### src/rtl/tdmfe_cfg.svh
// Purpose: constants of the TDM frame timing and input stream front end
// Assumes: byte addresses on a 32-bit classic Wishbone bus
// Notes: times in ns; derived tick counts are in master clock half periods, input run counts in full periods
`ifndef TDMFE_CFG_SVH
`define TDMFE_CFG_SVH

// timing
`define TDMFE_SYS_CLK_NS    25
`define TDMFE_MCLK_NS       122
`define TDMFE_TICK_NS       61
`define TDMFE_FP_NARROW_NS  122
`define TDMFE_FP_WIDE_NS    244
`define TDMFE_FP16_NAR_NS   61
`define TDMFE_FP16_WIDE_NS  122
`define TDMFE_IN_RUN_NAR    (`TDMFE_FP_NARROW_NS / `TDMFE_MCLK_NS)
`define TDMFE_IN_RUN_WIDE   (`TDMFE_FP_WIDE_NS / `TDMFE_MCLK_NS)
`define TDMFE_FP8_NAR_TK    (`TDMFE_FP_NARROW_NS / `TDMFE_TICK_NS)
`define TDMFE_FP8_WIDE_TK   (`TDMFE_FP_WIDE_NS / `TDMFE_TICK_NS)
`define TDMFE_FP16_NAR_TK   (`TDMFE_FP16_NAR_NS / `TDMFE_TICK_NS)
`define TDMFE_FP16_WIDE_TK  (`TDMFE_FP16_WIDE_NS / `TDMFE_TICK_NS)
`define TDMFE_IDLE_RUN      3'h7
`define TDMFE_RATE_32M      3'h4

// register offsets
`define TDMFE_ADR_CTRL      8'h00
`define TDMFE_ADR_BPRATE    8'h04
`define TDMFE_ADR_LCRATE    8'h08
`define TDMFE_ADR_STAT      8'h0c
`define TDMFE_ADR_DATA      8'h10

// control fields
`define TDMFE_CTRL_IN_EDGE  0
`define TDMFE_CTRL_OUT_EDGE 1
`define TDMFE_CTRL_FPW      2
`define TDMFE_CTRL_BP32     3
`define TDMFE_CTRL_LC32     4
`define TDMFE_CTRL_RST      5'h00
`define TDMFE_RATE_RST      32'h00000000

// status fields
`define TDMFE_STAT_GCI      16
`define TDMFE_STAT_LOCK     17
`endif

### src/rtl/tdmfe_pkg.sv
// Purpose: types of the TDM frame timing front end
// Assumes: nothing beyond the cfg header
// Notes: the captured word is what the FIFO carries
`default_nettype none
package tdmfe_pkg;
  typedef enum logic [1:0] {
    ST_HUNT = 2'b01,
    ST_LOCK = 2'b10
  } tdmfe_lock_e;

  typedef struct packed {
    logic       loc_port;   // 0 backplane, 1 local
    logic [3:0] stream;
    logic [8:0] chan;
    logic [7:0] data;
  } tdmfe_word_s;

  typedef logic [2:0] tdmfe_rate_t;
endpackage
`default_nettype wire

### src/rtl/tdmfe_fifo_if.sv
// Purpose: valid/ready carrier between the capture logic and its FIFO
// Assumes: one clock domain
// Notes: write side and read side each handshake on valid and ready
`default_nettype none
interface tdmfe_fifo_if #(parameter int WIDTH = 22);
  logic             wr_valid;
  logic             wr_ready;
  logic [WIDTH-1:0] wr_data;
  logic             rd_valid;
  logic             rd_ready;
  logic [WIDTH-1:0] rd_data;
  modport fifo (input wr_valid, wr_data, rd_ready,
                output wr_ready, rd_valid, rd_data);
  modport user (output wr_valid, wr_data, rd_ready,
                input wr_ready, rd_valid, rd_data);
endinterface // tdmfe_fifo_if
`default_nettype wire

### src/rtl/tdmfe_fifo.sv
// Purpose: flip-flop FIFO between byte capture and the register port
// Assumes: DEPTH is a power of two
// Notes: ready drops when full, so the capture side holds its bytes
`default_nettype none
module tdmfe_fifo #(
  parameter int WIDTH = 22,
  parameter int DEPTH = 16
) (
  input  wire logic clk_i,  // system clock
  input  wire logic rst_i,  // sync reset, high
  tdmfe_fifo_if.fifo q      // both handshakes
);
  localparam int AW = $clog2(DEPTH);

  logic [WIDTH-1:0] mem [DEPTH];
  logic [AW-1:0]    wp, next_wp, rp, next_rp;
  logic [AW:0]      cnt, next_cnt;
  logic             push, pop;

  // honest flags straight from the count
  assign q.wr_ready = (cnt != (AW+1)'(DEPTH));
  assign q.rd_valid = (cnt != '0);
  assign q.rd_data  = mem[rp];
  assign push       = q.wr_valid & q.wr_ready;
  assign pop        = q.rd_ready & q.rd_valid;

  // pointer and count update
  always_comb begin
    next_wp  = push ? wp + 1'b1 : wp;
    next_rp  = pop ? rp + 1'b1 : rp;
    next_cnt = cnt + (AW+1)'(push) - (AW+1)'(pop);
  end

  always_ff @(posedge clk_i) begin
    if (rst_i) begin
      wp  <= '0;
      rp  <= '0;
      cnt <= '0;
    end else begin
      wp  <= next_wp;
      rp  <= next_rp;
      cnt <= next_cnt;
    end
  end

  // storage is written only, never reset
  always_ff @(posedge clk_i) begin
    if (push) begin
      mem[wp] <= q.wr_data;
    end
  end
endmodule // tdmfe_fifo
`default_nettype wire

### src/rtl/tdmfe_top.sv
// Purpose: frame timing and serial input stream front end of a TDM switch
// Assumes: every pin is synchronous to clk_i (40 MHz); the master clock
//   is sampled, so an edge is seen at most one clk_i cycle late
// Notes: each master half period gives two sample slots (the two clk_i
//   cycles after the edge), which sets the finest rate and the 16M clock
// Summary of operation
// - frame alignment follows the master clock edge chosen by in_edge.
// - an input pulse is one master period wide, or two when fpw is set.
// - the pulse style is found from the idle level without software.
// - the 8M clock has its out_edge-selected edge at the frame boundary.
// - the 8M frame pulse lasts 122 ns, or 244 ns when fpw is set.
// - output pulses repeat every frame and copy the detected style.
// - the 16M clock has its out_edge-selected edge at the frame boundary.
// - the 16M frame pulse lasts 61 ns, or 122 ns when fpw is set.
// - output launch strobes follow the generated clocks and frame.
// - below 32M a stream carries 256, 128, 64 or 32 channels a frame.
// - each input stream has its own rate field, free of the others.
// - in a port's 32M mode its streams 0 to 7 carry 512 channels.
// - in backplane 32M mode backplane streams 8 to 15 are ignored.
// - in local 32M mode local streams 8 to 15 are ignored.
`default_nettype none
`include "tdmfe_cfg.svh"
module tdmfe_top #(
  parameter int FIFO_DEPTH = 16
) (
  input  wire logic        clk_i,                       // system clock
  input  wire logic        rst_i,                       // sync reset
  input  wire logic [7:0]  adr_i,                       // byte address
  input  wire logic [31:0] dat_i,                       // write data
  output logic      [31:0] dat_o,                       // read data
  input  wire logic        we_i,                        // write
  input  wire logic [3:0]  sel_i,                       // byte lanes
  input  wire logic        stb_i,                       // strobe
  input  wire logic        cyc_i,                       // cycle
  output logic             ack_o,                       // acknowledge
  input  wire logic        master_clock_input_i,        // 8.192 MHz
  input  wire logic        frame_pulse_input_i,         // 8 kHz pulse
  input  wire logic [15:0] backplane_serial_inputs_i,   // streams
  input  wire logic [15:0] local_serial_inputs_i,       // streams
  output logic             output_clock_8m_o,           // 8M clock
  output logic             output_frame_pulse_8m_o,     // 8M pulse
  output logic             output_clock_16m_o,          // 16M clock
  output logic             output_frame_pulse_16m_o,    // 16M pulse
  output logic             frame_start_o,               // frame tick
  output logic             launch_strobe_o              // slot tick
);
  import tdmfe_pkg::*;

  // decode of a slot counter against a stream rate
  function automatic logic [11:0] slot_mask(input tdmfe_rate_t r);
    slot_mask = ~(12'hfff << (3'h4 - r));
  endfunction
  function automatic logic [11:0] bit_num(input logic [11:0] sl,
                                          input tdmfe_rate_t r);
    bit_num = sl >> (3'h4 - r);
  endfunction
  function automatic logic [4:0] first_set(input logic [31:0] v);
    first_set = 5'h00;
    for (int i = 31; i >= 0; i--) begin
      if (v[i]) begin
        first_set = 5'(i);
      end
    end
  endfunction

  // register state
  logic [4:0]  ctrl, next_ctrl;
  logic [31:0] bp_rate, next_bp_rate, lc_rate, next_lc_rate;
  logic [15:0] drop_cnt, next_drop_cnt;
  logic [31:0] next_dat;
  logic        next_ack, pop_rd;
  // timing state
  logic        mc_q, fp_samp, next_fp_samp, idle_level, next_idle;
  logic [2:0]  same_cnt, next_same;
  logic [1:0]  fp_run, next_run, need_run;
  logic [10:0] tick, next_tick;
  logic        ev_d1, ev_d2, boundary;
  tdmfe_lock_e state, next_state;
  // output state
  logic        next_clk8, next_clk16, next_fp8, next_fp16;
  logic        next_fstart, next_launch;
  logic [2:0]  w8, w16;
  // capture
  logic [31:0] all_in, pend_v, done_v, drop_v, take_v;
  logic [7:0]  hold_a [32];
  logic [8:0]  hch_a  [32];
  logic [4:0]  pick;
  logic        push_ok;
  tdmfe_word_s word;

  wire logic in_edge  = ctrl[`TDMFE_CTRL_IN_EDGE];
  wire logic out_edge = ctrl[`TDMFE_CTRL_OUT_EDGE];
  wire logic frame_pulse_width_select      = ctrl[`TDMFE_CTRL_FPW];
  wire logic bp32     = ctrl[`TDMFE_CTRL_BP32];
  wire logic lc32     = ctrl[`TDMFE_CTRL_LC32];
  wire logic ev0      = master_clock_input_i ^ mc_q;
  wire logic sel_edge = ev0 & (master_clock_input_i == in_edge);
  wire logic slot_ev  = ev_d1 | ev_d2;
  wire logic [11:0] slot = {tick, ev_d2};

  tdmfe_fifo_if #(.WIDTH($bits(tdmfe_word_s))) fq ();

  tdmfe_fifo #(.WIDTH($bits(tdmfe_word_s)), .DEPTH(FIFO_DEPTH)) u_fifo (
    .clk_i (clk_i),
    .rst_i (rst_i),
    .q     (fq.fifo)
  );

  // frame alignment, style detection and slot count
  always_comb begin
    need_run     = frame_pulse_width_select ? 2'(`TDMFE_IN_RUN_WIDE) : 2'(`TDMFE_IN_RUN_NAR);
    next_fp_samp = fp_samp;
    next_idle    = idle_level;
    next_same    = same_cnt;
    next_run     = fp_run;
    next_state   = state;
    next_tick    = tick;
    boundary     = 1'b0;
    if (ev0) begin
      next_tick = tick + 11'h001;
    end
    if (sel_edge) begin
      next_fp_samp = frame_pulse_input_i;
      if (frame_pulse_input_i == fp_samp) begin
        if (same_cnt == `TDMFE_IDLE_RUN) begin
          next_idle = fp_samp;
        end else begin
          next_same = same_cnt + 3'h1;
        end
      end else begin
        next_same = 3'h0;
      end
      // a wide pulse is taken at its second sampled period
      if (frame_pulse_input_i != idle_level) begin
        next_run = (fp_run == 2'h3) ? fp_run : fp_run + 2'h1;
        if (fp_run + 2'h1 == need_run) begin
          boundary   = 1'b1;
          next_tick  = 11'h000;
          next_state = ST_LOCK;
        end
      end else begin
        next_run = 2'h0;
      end
    end
  end

  always_ff @(posedge clk_i) begin
    if (rst_i) begin
      mc_q       <= 1'b0;
      fp_samp    <= 1'b1;
      idle_level <= 1'b1;
      same_cnt   <= 3'h0;
      fp_run     <= 2'h0;
      tick       <= 11'h000;
      ev_d1      <= 1'b0;
      ev_d2      <= 1'b0;
      state      <= ST_HUNT;
    end else begin
      mc_q       <= master_clock_input_i;
      fp_samp    <= next_fp_samp;
      idle_level <= next_idle;
      same_cnt   <= next_same;
      fp_run     <= next_run;
      tick       <= next_tick;
      ev_d1      <= ev0;
      ev_d2      <= ev_d1;
      state      <= next_state;
    end
  end

  // generated clocks and pulses; the pulse is the idle level inverted
  always_comb begin
    w8  = frame_pulse_width_select ? 3'(`TDMFE_FP8_WIDE_TK) : 3'(`TDMFE_FP8_NAR_TK);
    w16 = frame_pulse_width_select ? 3'(`TDMFE_FP16_WIDE_TK) : 3'(`TDMFE_FP16_NAR_TK);
    next_clk8  = tick[0] ^ out_edge;
    next_clk16 = output_clock_16m_o;
    if (ev_d1) begin
      next_clk16 = out_edge;
    end else if (ev_d2) begin
      next_clk16 = ~out_edge;
    end
    next_fp8    = (tick < 11'(w8)) ? ~idle_level : idle_level;
    next_fp16   = (tick < 11'(w16)) ? ~idle_level : idle_level;
    next_fstart = ev_d1 & (tick == 11'h000);
    next_launch = slot_ev;
  end

  always_ff @(posedge clk_i) begin
    if (rst_i) begin
      output_clock_8m_o        <= 1'b0;
      output_clock_16m_o       <= 1'b0;
      output_frame_pulse_8m_o  <= 1'b1;
      output_frame_pulse_16m_o <= 1'b1;
      frame_start_o            <= 1'b0;
      launch_strobe_o          <= 1'b0;
    end else begin
      output_clock_8m_o        <= next_clk8;
      output_clock_16m_o       <= next_clk16;
      output_frame_pulse_8m_o  <= next_fp8;
      output_frame_pulse_16m_o <= next_fp16;
      frame_start_o            <= next_fstart;
      launch_strobe_o          <= next_launch;
    end
  end

  // per-stream deserialisers; data is taken as already aligned
  assign all_in = {local_serial_inputs_i, backplane_serial_inputs_i};
  for (genvar s = 0; s < 32; s++) begin : g_st
    localparam bit LOC  = (s >= 16);
    localparam bit HIGH = ((s % 16) >= 8);
    logic [7:0]  shf, next_shf, hold, next_hold;
    logic [8:0]  hch, next_hch;
    logic        pend, next_pend, done, off, is32;
    tdmfe_rate_t rate;
    logic [1:0]  rfield;
    logic [11:0] bn;

    assign is32   = LOC ? lc32 : bp32;
    assign rfield = LOC ? lc_rate[2*(s%16) +: 2] : bp_rate[2*(s%16) +: 2];
    assign rate   = is32 ? `TDMFE_RATE_32M : {1'b0, rfield};
    assign off    = is32 & HIGH;
    assign bn     = bit_num(slot, rate);

    always_comb begin
      next_shf  = shf;
      next_hold = hold;
      next_hch  = hch;
      next_pend = pend;
      done      = 1'b0;
      if (slot_ev && !off &&
          ((slot & slot_mask(rate)) == slot_mask(rate))) begin
        next_shf = {shf[6:0], all_in[s]};
        done     = (bn[2:0] == 3'h7);
      end
      // an ignored stream drops a byte held from before the mode change
      if (take_v[s] || off) begin
        next_pend = 1'b0;
      end
      // a fresh byte wins over the take of the held one
      if (done) begin
        next_hold = {shf[6:0], all_in[s]};
        next_hch  = bn[11:3];
        next_pend = 1'b1;
      end
    end

    always_ff @(posedge clk_i) begin
      if (rst_i) begin
        shf  <= 8'h00;
        hold <= 8'h00;
        hch  <= 9'h000;
        pend <= 1'b0;
      end else begin
        shf  <= next_shf;
        hold <= next_hold;
        hch  <= next_hch;
        pend <= next_pend;
      end
    end

    assign pend_v[s] = pend & ~off;
    assign done_v[s] = done;
    assign drop_v[s] = done & pend & ~take_v[s];
    assign hold_a[s] = hold;
    assign hch_a[s]  = hch;
  end

  // lowest pending stream goes first; a full FIFO stalls the take
  always_comb begin
    pick          = first_set(pend_v);
    word.loc_port = pick[4];
    word.stream   = pick[3:0];
    word.chan     = hch_a[pick];
    word.data     = hold_a[pick];
    push_ok       = (pend_v != 32'h0) & fq.wr_ready;
    take_v        = push_ok ? (32'h1 << pick) : 32'h0;
  end
  assign fq.wr_valid = (pend_v != 32'h0);
  assign fq.wr_data  = word;
  assign fq.rd_ready = pop_rd;

  // classic Wishbone slave, one wait state, unmapped reads return zero
  always_comb begin
    next_ack      = cyc_i & stb_i & ~ack_o;
    next_dat      = 32'h0;
    next_ctrl     = ctrl;
    next_bp_rate  = bp_rate;
    next_lc_rate  = lc_rate;
    next_drop_cnt = drop_cnt;
    pop_rd        = 1'b0;
    if (next_ack && we_i) begin
      case (adr_i)
        `TDMFE_ADR_CTRL: begin
          if (sel_i[0]) begin
            next_ctrl = dat_i[4:0];
          end
        end
        `TDMFE_ADR_BPRATE, `TDMFE_ADR_LCRATE: begin
          for (int b = 0; b < 4; b++) begin
            if (sel_i[b] && adr_i == `TDMFE_ADR_BPRATE) begin
              next_bp_rate[8*b +: 8] = dat_i[8*b +: 8];
            end
            if (sel_i[b] && adr_i == `TDMFE_ADR_LCRATE) begin
              next_lc_rate[8*b +: 8] = dat_i[8*b +: 8];
            end
          end
        end
        `TDMFE_ADR_STAT: next_drop_cnt = 16'h0000;
        default: ;
      endcase
    end else if (next_ack) begin
      case (adr_i)
        `TDMFE_ADR_CTRL:   next_dat = {27'h0, ctrl};
        `TDMFE_ADR_BPRATE: next_dat = bp_rate;
        `TDMFE_ADR_LCRATE: next_dat = lc_rate;
        `TDMFE_ADR_STAT: begin
          next_dat[15:0]              = drop_cnt;
          next_dat[`TDMFE_STAT_GCI]  = ~idle_level;
          next_dat[`TDMFE_STAT_LOCK] = (state == ST_LOCK);
        end
        `TDMFE_ADR_DATA: begin
          next_dat = {fq.rd_valid, 9'h000, fq.rd_data};
          pop_rd   = fq.rd_valid;
        end
        default: ;
      endcase
    end
    // a lost byte counts even in the cycle of a clear
    if ((drop_v != 32'h0) && next_drop_cnt != 16'hffff) begin
      next_drop_cnt = next_drop_cnt + 16'h0001;
    end
  end

  always_ff @(posedge clk_i) begin
    if (rst_i) begin
      ack_o    <= 1'b0;
      dat_o    <= 32'h0;
      ctrl     <= `TDMFE_CTRL_RST;
      bp_rate  <= `TDMFE_RATE_RST;
      lc_rate  <= `TDMFE_RATE_RST;
      drop_cnt <= 16'h0000;
    end else begin
      ack_o    <= next_ack;
      dat_o    <= next_dat;
      ctrl     <= next_ctrl;
      bp_rate  <= next_bp_rate;
      lc_rate  <= next_lc_rate;
      drop_cnt <= next_drop_cnt;
    end
  end
endmodule // tdmfe_top
`default_nettype wire

### config.mk
export PLATFORM = sky130hd
export DESIGN_NAME = tdmfe_top
export DESIGN_NICKNAME = d
export VERILOG_FILES = /design/src/rtl/tdmfe_pkg.sv /design/src/rtl/tdmfe_fifo_if.sv /design/src/rtl/tdmfe_fifo.sv /design/src/rtl/tdmfe_top.sv
export VERILOG_INCLUDE_DIRS = /design/src /design/src/rtl
export SDC_FILE = /design/constraint.sdc
export NUM_CORES = 2
export LEC_CHECK = 0
export ABC_CLOCK_PERIOD_IN_PS = 5670
export BUFFER_PORTS_ARGS = -buffer_cell sky130_fd_sc_hd__buf_4
export CAP_MARGIN = 20
export CORE_ASPECT_RATIO = 0.9
export CORE_MARGIN = 5
export CORE_UTILIZATION = 39
export DETAILED_ROUTE_END_ITERATION = 10
export GPL_TIMING_DRIVEN = 0
export SYNTH_ARGS = -nofsm -noshare
export SYNTH_HDL_FRONTEND = slang
export SYNTH_SLANG_ARGS = --single-unit
export TNS_END_PERCENT = 20
### constraint.sdc
create_clock -name clk_i -period 5.67 [get_ports clk_i]
set_clock_uncertainty 0.05 [all_clocks]
set_input_delay 0.2835 -clock clk_i [delete_from_list [all_inputs] [get_ports clk_i]]
set_output_delay 0.2835 -clock clk_i [all_outputs]
set_load 0.05 [all_outputs]
# Word level (Yosys, flattened, before mapping)
# Memories as Yosys holds them, arrays and structs flattened. A register that Yosys moved wholly into a read port is not among the register bits.
# Index checks and enable logic that the tools add are counted.
# totals
register_bits	960
latchBits	0
mem_bits_rw	352
rom_bits	0
inputBits	83
elab_cells	847
memories	1
# mem_list
name	depth	word_bits	read_ports	rd_clocked_by_memory_dff	write_ports	line	source
u_fifo.mem	16	22	1	1	1	tdmfe_fifo.sv:15	logic [WIDTH-1:0] mem [DEPTH];
# classes
addsub	40
multipliers	0
div_mod_pow	0
n_lt_le_gt_ge	3
eq_ne	79
n_shift	65
muxes	194
n_bitwise	192
reduce_logical	115
# op_table
op	n
bitwise AND 12 bit	32
equality test 12 bit	32
NOT 12 bit	32
left shift 12 x 3 -> 12 bit (first input constant)	32
>> shifter 12 x 3 -> 12 bit	32
two-way mux 5 bit	32
two-way mux 1 bit	105
two-way mux 3 bit	35
equality test 3 bit (second input constant)	33
subtractor 3 bit (first input constant)	32
case mux 18 bit (5 select lines)	1
bitwise AND 1 bit	86
nonzero test 2 bit	33
nonzero test 32 bit	2
two-way mux 16 bit	3
binary-select mux 9 bit (select 5 bit)	1
logical AND 1 bit	44
two-way mux 11 bit	4
case mux 14 bit (3 select lines)	1
binary-select mux 8 bit (select 5 bit)	1
NOT 1 bit	38
AND reduction 3 bit	11
two-way mux 32 bit	1
left shift 1 x 5 -> 32 bit (first input constant)	1
other kinds (35)	64

# Logic depth before layout (Yosys ltp)
# depth
ltp_word	41
depth_mapped	22

# By module
# Synthesis repeated with hierarchy kept, for this count alone.
# unflattened
cells_unflattened	7023
hier_area_um2	66842.9
# by_module_without_submodules
mod	instances	cells_per_inst	area_each_um2	seq_area_each_um2
tdmfe_top	1	6375	52638.0	18958.2
tdmfe_fifo	1	648	14204.9	10910.5

# Worst setup path after synthesis
# Ideal clock, no wire load.
# synth_timing
path_type	reg2reg
start	reg ctrl[3]
end	reg drop_cnt[10]
arrival_time_ns	5.084
t_required_ns	5.549
slack_ns	0.465
stages_incl_launch_ff	22
period_less_slack_ns	5.205
cell_sequence	dfxtp_1 -> buf_2 -> clkbuf_1 -> nand2b_1 -> buf_1 -> ha_1 -> inv_1 -> ha_1 -> clkbuf_1 -> clkinv_1 -> nor2_1 -> o21ai_0 -> a2111oi_2 -> a21bo_2 -> clkbuf_1 -> nor2_1 -> nor4_1 -> nand4_1 -> o31ai_4 -> buf_6 -> or3_1 -> a21oi_1
# synth_via
elab_chain_cells	25
word_cells_on_any_way	274
# synth_rtl
item	line	source
start, declared	tdmfe_top.sv:67	logic [4:0] ctrl, next_ctrl;
start signal, assigned	tdmfe_top.sv:338	ctrl <= `TDMFE_CTRL_RST;
start signal, assigned	tdmfe_top.sv:345	ctrl <= next_ctrl;
NOT 1 bit	tdmfe_top.sv:261	assign pend_v[s] = pend & ~off;
bitwise AND 1 bit	tdmfe_top.sv:261	
two-way mux 5 bit (16 in series)	tdmfe_top.sv:60	if (v[i]) begin
left shift 1 x 5 -> 32 bit	tdmfe_top.sv:276	take_v = push_ok ? (32'h1 << pick) : 32'h0;
two-way mux 32 bit	tdmfe_top.sv:276	
NOT 1 bit	tdmfe_top.sv:263	assign drop_v[s] = done & pend & ~take_v[s];
bitwise AND 1 bit	tdmfe_top.sv:263	
nonzero test 32 bit *	tdmfe_top.sv:329	if ((drop_v != 32'h0) && next_drop_cnt != 16'hffff) begin
logical AND 1 bit *	tdmfe_top.sv:329	
two-way mux 16 bit *	tdmfe_top.sv:329	
end signal, assigned	tdmfe_top.sv:348	drop_cnt <= next_drop_cnt;
end, declared	tdmfe_top.sv:69	logic [15:0] drop_cnt, next_drop_cnt;
# Every way passes the cells marked *; elsewhere a longest branch is shown, timed or not.
# A chain may end at the register's enable or synchronous reset.

# Final worst setup path
# layout_timing
start	reg tick[4]
end	reg drop_cnt[1]
# layout_via
elab_chain_cells	9
word_cells_on_any_way	259
# layout_rtl
item	line	source
start, declared	tdmfe_top.sv:76	logic [10:0] tick, next_tick;
start signal, assigned	tdmfe_top.sv:164	tick <= next_tick;
bitwise AND 12 bit	tdmfe_top.sv:231	((slot & slot_mask(rate)) == slot_mask(rate))) begin
equality test 12 bit	tdmfe_top.sv:231	
logical AND 1 bit	tdmfe_top.sv:230	if (slot_ev && !off &&
two-way mux 1 bit	tdmfe_top.sv:230	
bitwise AND 1 bit (2 in series)	tdmfe_top.sv:263	
nonzero test 32 bit *	tdmfe_top.sv:329	
logical AND 1 bit *	tdmfe_top.sv:329	
two-way mux 16 bit *	tdmfe_top.sv:329	
# Marked as above.

==> metrics.md <==
| Metric | Value |
|---|---|
| Die height | `402 um` |
| Fin. Hold Viols | `0` |
| Min cycle time layout | `5.89 ns` |
| FMAX | `170 MHz` |
| Worst Path Required | `about 6.3 ns` |
| Nets | `7675` |
| Mapped cell area | `66400 um2` |
| Via-to-Cell Ratio | `a little over 6` |
| Violations in the final reports | `setup timing` |
| Share of the synthesized area in the top cell type | `29.0%` |
| Residual DRC | `0` |
| FF+latch count, synth | `between 1000 and 1500` |
| Clock buffer depth | `3` |
| Multi-input logic area | `34200 um2` |
| Logic pwr share | `3.0%` |
| Clock Power Share | `48.9%` |
| CP arrival | `6.50 ns` |
| Ports | `122` |
| Design area | `78400 um2` |
| Root buf cell | `clkbuf_16` |
| # port buffers | `118` |
| TritonCTS clock tree | `done` |
| Int Power | `15.3 mW` |
| Setup TNS | `-6.02 ns` |
| H-Tree Depth | `4` |
| Worst hold slack | `0.0889 ns` |
| GR Util All Layers | `35.1%` |
| CP Max Fanout | `10` |
| Drt pass-1 iters | `7` |
| Via count | `60300` |
| DP Cell Count | `9500` |
| Area leader, netlist | `dfxtp_1` |
| Switching power | `4.64 mW` |
| Global placement routability congestion | `1.09` |
| Worst Path Buf+Inv | `7` |
| Rows | `143` |
| Worst Tran Pin Value | `about 1.4 ns` |
| Final Instance Count excl. Fillers | `9853` |
| Total CTS buffers | `about 140` |
| Hold Path Class | `in -> reg` |
| HPWL after DPL | `251000 um` |
| Layout fillers | `16100` |
| Width of the die | `between 400 and 500 um` |
| CP max-delay cell | `buf_1` |
| Synthesized area per cell | `9.47 um2` |
| DRT iter0 DRCs | `around 7900` |
| Status | `finished with violations` |
| FF+latch area | `29900 um2` |
| Routed wire length | `about 320000 um` |
| # clock sinks | `1316` |
| Largest family of logic cells by synthesized area | `multiplexers` |
| Initial core utilization | `between 30% and 40%` |
| Post-synthesis mux area share | `18.8%` |
| Met3 Wirelength | `between 30000 and 40000 um` |
| Worst setup margin | `-0.217 ns` |
| Unrepaired setup endpoints after global routing | `yes` |
| Post-synthesis cell type count | `97` |
| Layout area overhead | `18.1%` |
| Largest net degree at the start of global routing | `26` |
| Maximum vdd drop | `between 0.0002 and 0.0003 V` |
| Slew Limit Fails | `0` |
| Clock slew at reported path FFs | `~0.08 ns` |
| Vias in the first global route | `56300` |
| Crit path largest cell delay | `1.00 ns` |
| Ys async rst share | `0%` |
| Fin util | `46.4%` |
| Simple-gate share of the synthesized area | `between 10% and 20%` |
| Sequential share of the synthesized area | `45.0%` |
| Congestion Overflow GR | `0` |
| Post-Synth XOR/XNOR Area | `less than 1%` |
| Syn Nets | `slightly above 7000` |
| # setup viols final | `138` |
| Crit end category | `flop` |
| DRT antenna net count | `0` |
| Worst rel slew slack | `5.58%` |
| Cell count after synthesis | `about 7000` |
| Met2 WL | `about 130000 um` |
| Reg2reg setup slack | `-0.22 ns` |
| CP cell instances | `clkinv_1, clkbuf_1, buf_8, buf_1, o32ai_1, a32oi_1, nor2_1, buf_6, nand2_1, nand4_1, or4b_4, o31ai_4, buf_6, buf_8, mux2i_1, nor2_1` |
| Worst setup SP type | `flop` |
| Compound-Gate Fraction of Synth Area | `13.9%` |
| Core footprint | `169000 um2` |
| Skew-Pair Late Insertion Delay | `slightly above 0.8 ns` |
| Switching part of the total | `23.2%` |
| Top routing layer in use | `met5` |
| Most area-consuming cells after synthesis | `dfxtp_1, edfxtp_1, mux2i_1` |
| Synth Area in Adders | `2.27%` |
| Maxcap violations | `0` |
| Layout cells sized above 1 | `11.9%` |
| Pwr dens | `255 nW/um2` |
| CP top delay family | `buffers and inverters` |
| First-pass GRT wire length | `444000 um` |
| M1 WL | `131000 um` |
| Register share of total power | `48.1%` |
| Leak Pwr | `28.5 nW` |
| WS Path Type | `reg -> reg` |
| Die area | `between 150000 and 200000 um2` |
| Area post-placement | `72100 um2` |
| Syn. warnings | `0` |
| Initial antenna violation count | `17` |
| WL/cell | `33.0 um` |
| Fin crit share | `104%` |
| Top_reg_cell synth | `dfxtp_1` |
| EDFF count, synth | `352` |
==> repair_timing <==
| action | in CTS | in global routing |
|---|---|---|
| buffers inserted | 9 | 0 |
| setup endpoints to repair | 960 | 282 |
| pin swaps | 2 | 0 |
| hold buffers | 74 | 0 |
| resized for setup | 136 | 44 |
| endpoints found under the hold margin | 166 | 0 |
==> power by group through the flow <==
stage / logic, mW / clock network (mW) / registers (mW)
6_report: 0.598 / 9.76 / 9.61
5_1_grt: 0.601 / 10.3 / 9.60
4_1_cts: 0.571 / 9.86 / 9.61
3_5_place_dp: 0.527 / 0 / 9.81
3_3_place_gp: 0.500 / 0 / 9.81
2_1_floorplan: 0.193 / 0 / 9.82
==> placed cells by master (no fill, tap or decap), types with 68 or more instances in the layout <==
master,netlist,final
a211oi_1,287,280
a21oi_1,459,453
a311oi_1,78,69
a31oi_1,109,105
and2_1,152,151
buf_4,0,145
buf_8,1,73
clkbuf_1,520,452
clkbuf_16,0,144
clkbuf_2,0,68
dfxtp_1,964,962
dlygate4sd3_1,0,74
edfxtp_1,352,352
ha_1,118,115
inv_1,124,124
mux2i_1,885,885
mux4_2,144,144
nand2_1,654,649
nand2b_1,78,76
nand3_1,95,95
nor2_1,1087,1075
o21ai_0,124,124
==> cell usage after synthesis, types with 14 or more instances <==
master and number:
a211o_1 21, a211oi_1 287, a21oi_1 459, a221oi_1 17
a22oi_1 45, a311oi_1 78, a31o_2 21, a31oi_1 109
a32oi_1 33, and2_1 152, and3_1 35, buf_1 78
buf_2 16, clkbuf_1 520, clkinv_1 24, dfxtp_1 964
edfxtp_1 352, ha_1 118, inv_1 124, mux2_2 34
mux2i_1 885, mux4_2 144, nand2_1 654, nand2b_1 78
nand3_1 95, nand4_1 34, nor2_1 1087, nor2b_1 27
nor3_1 65, o211ai_1 23, o21ai_0 124, o22ai_1 25
o31ai_1 14, or3_1 17
==> metrics by stage <==
step / setup WS (ns) / total power, mW
after floorplan: 0.465 / 10.0
after global placement: -4.42 / 10.3
after detailed placement: -2.79 / 10.3
after CTS: 0.00285 / 20.0
after global routing: -0.0467 / 20.5
final: -0.217 / 20.0
==> cell type report <==
| type | instances | share of cell area [%] |
|---|---|---|
| repair buffers | 329 | 4.53 |
| plain buffers | 598 | 3.16 |
| multi-input cells | 4928 | 43.6 |
| diodes | 20 | 0.0638 |
| well taps | 2247 | 3.58 |
| clock inverters | 68 | 1.24 |
| inverters | 157 | 0.755 |
| flip-flops and latches | 1316 | 38.1 |
| clock buffers | 190 | 5.03 |
==> worst reg2reg max path: cells and delay by family (launching register included) <==
family          cells  cell delay, ns
compound gates      3            1.07
buf+inv             7            2.79
flops               1            0.41
mux                 1            0.19
simple gates        5            1.21
==> per-layer routing <==
| layer | up-vias | GRT usage, % |
|---|---|---|
| met5 | - | 0.0269 |
| met4 | 8 | 23.2 |
| met3 | 885 | 8.82 |
| met2 | 3500 | 51.2 |
| met1 | 29800 | 46.0 |
| li1 | 26200 | - |
==> cell families after synthesis <==
family / count (synthesis)
compound gates: 1395
xor+xnor: 26
fa+ha+maj: 120
buf+inv: 773
flops: 1316
mux: 1063
simple gates: 2324
==> registers in the layout, indices dropped and copies added, names as in the netlist, 2 cells and up, named ones only <==
register    flops
lc_rate        32
g_st.hch      288
tick           11
same_cnt        3
dat_o          32
ctrl            5
drop_cnt       16
state           2
u_fifo.wp       4
g_st.shf      224
g_st.hold     256
g_st.pend      32
bp_rate        32
u_fifo.mem    352
u_fifo.cnt      5
u_fifo.rp       4
fp_run          2
==> path summary, 6_finish.rpt <==
| path | from | end | cells past startpoint |
|---|---|---|---|
| max | tick[4] | drop_cnt[1] | 16 |
| min | adr_i[2] | dat_o[1] | 4 |
| min reg2reg | g_st[5].hch[6] | g_st[5].hch[6] | 2 |
| max reg2reg | tick[4] | drop_cnt[1] | 16 |
No activity file was read; power rests on OpenSTA's default activity.
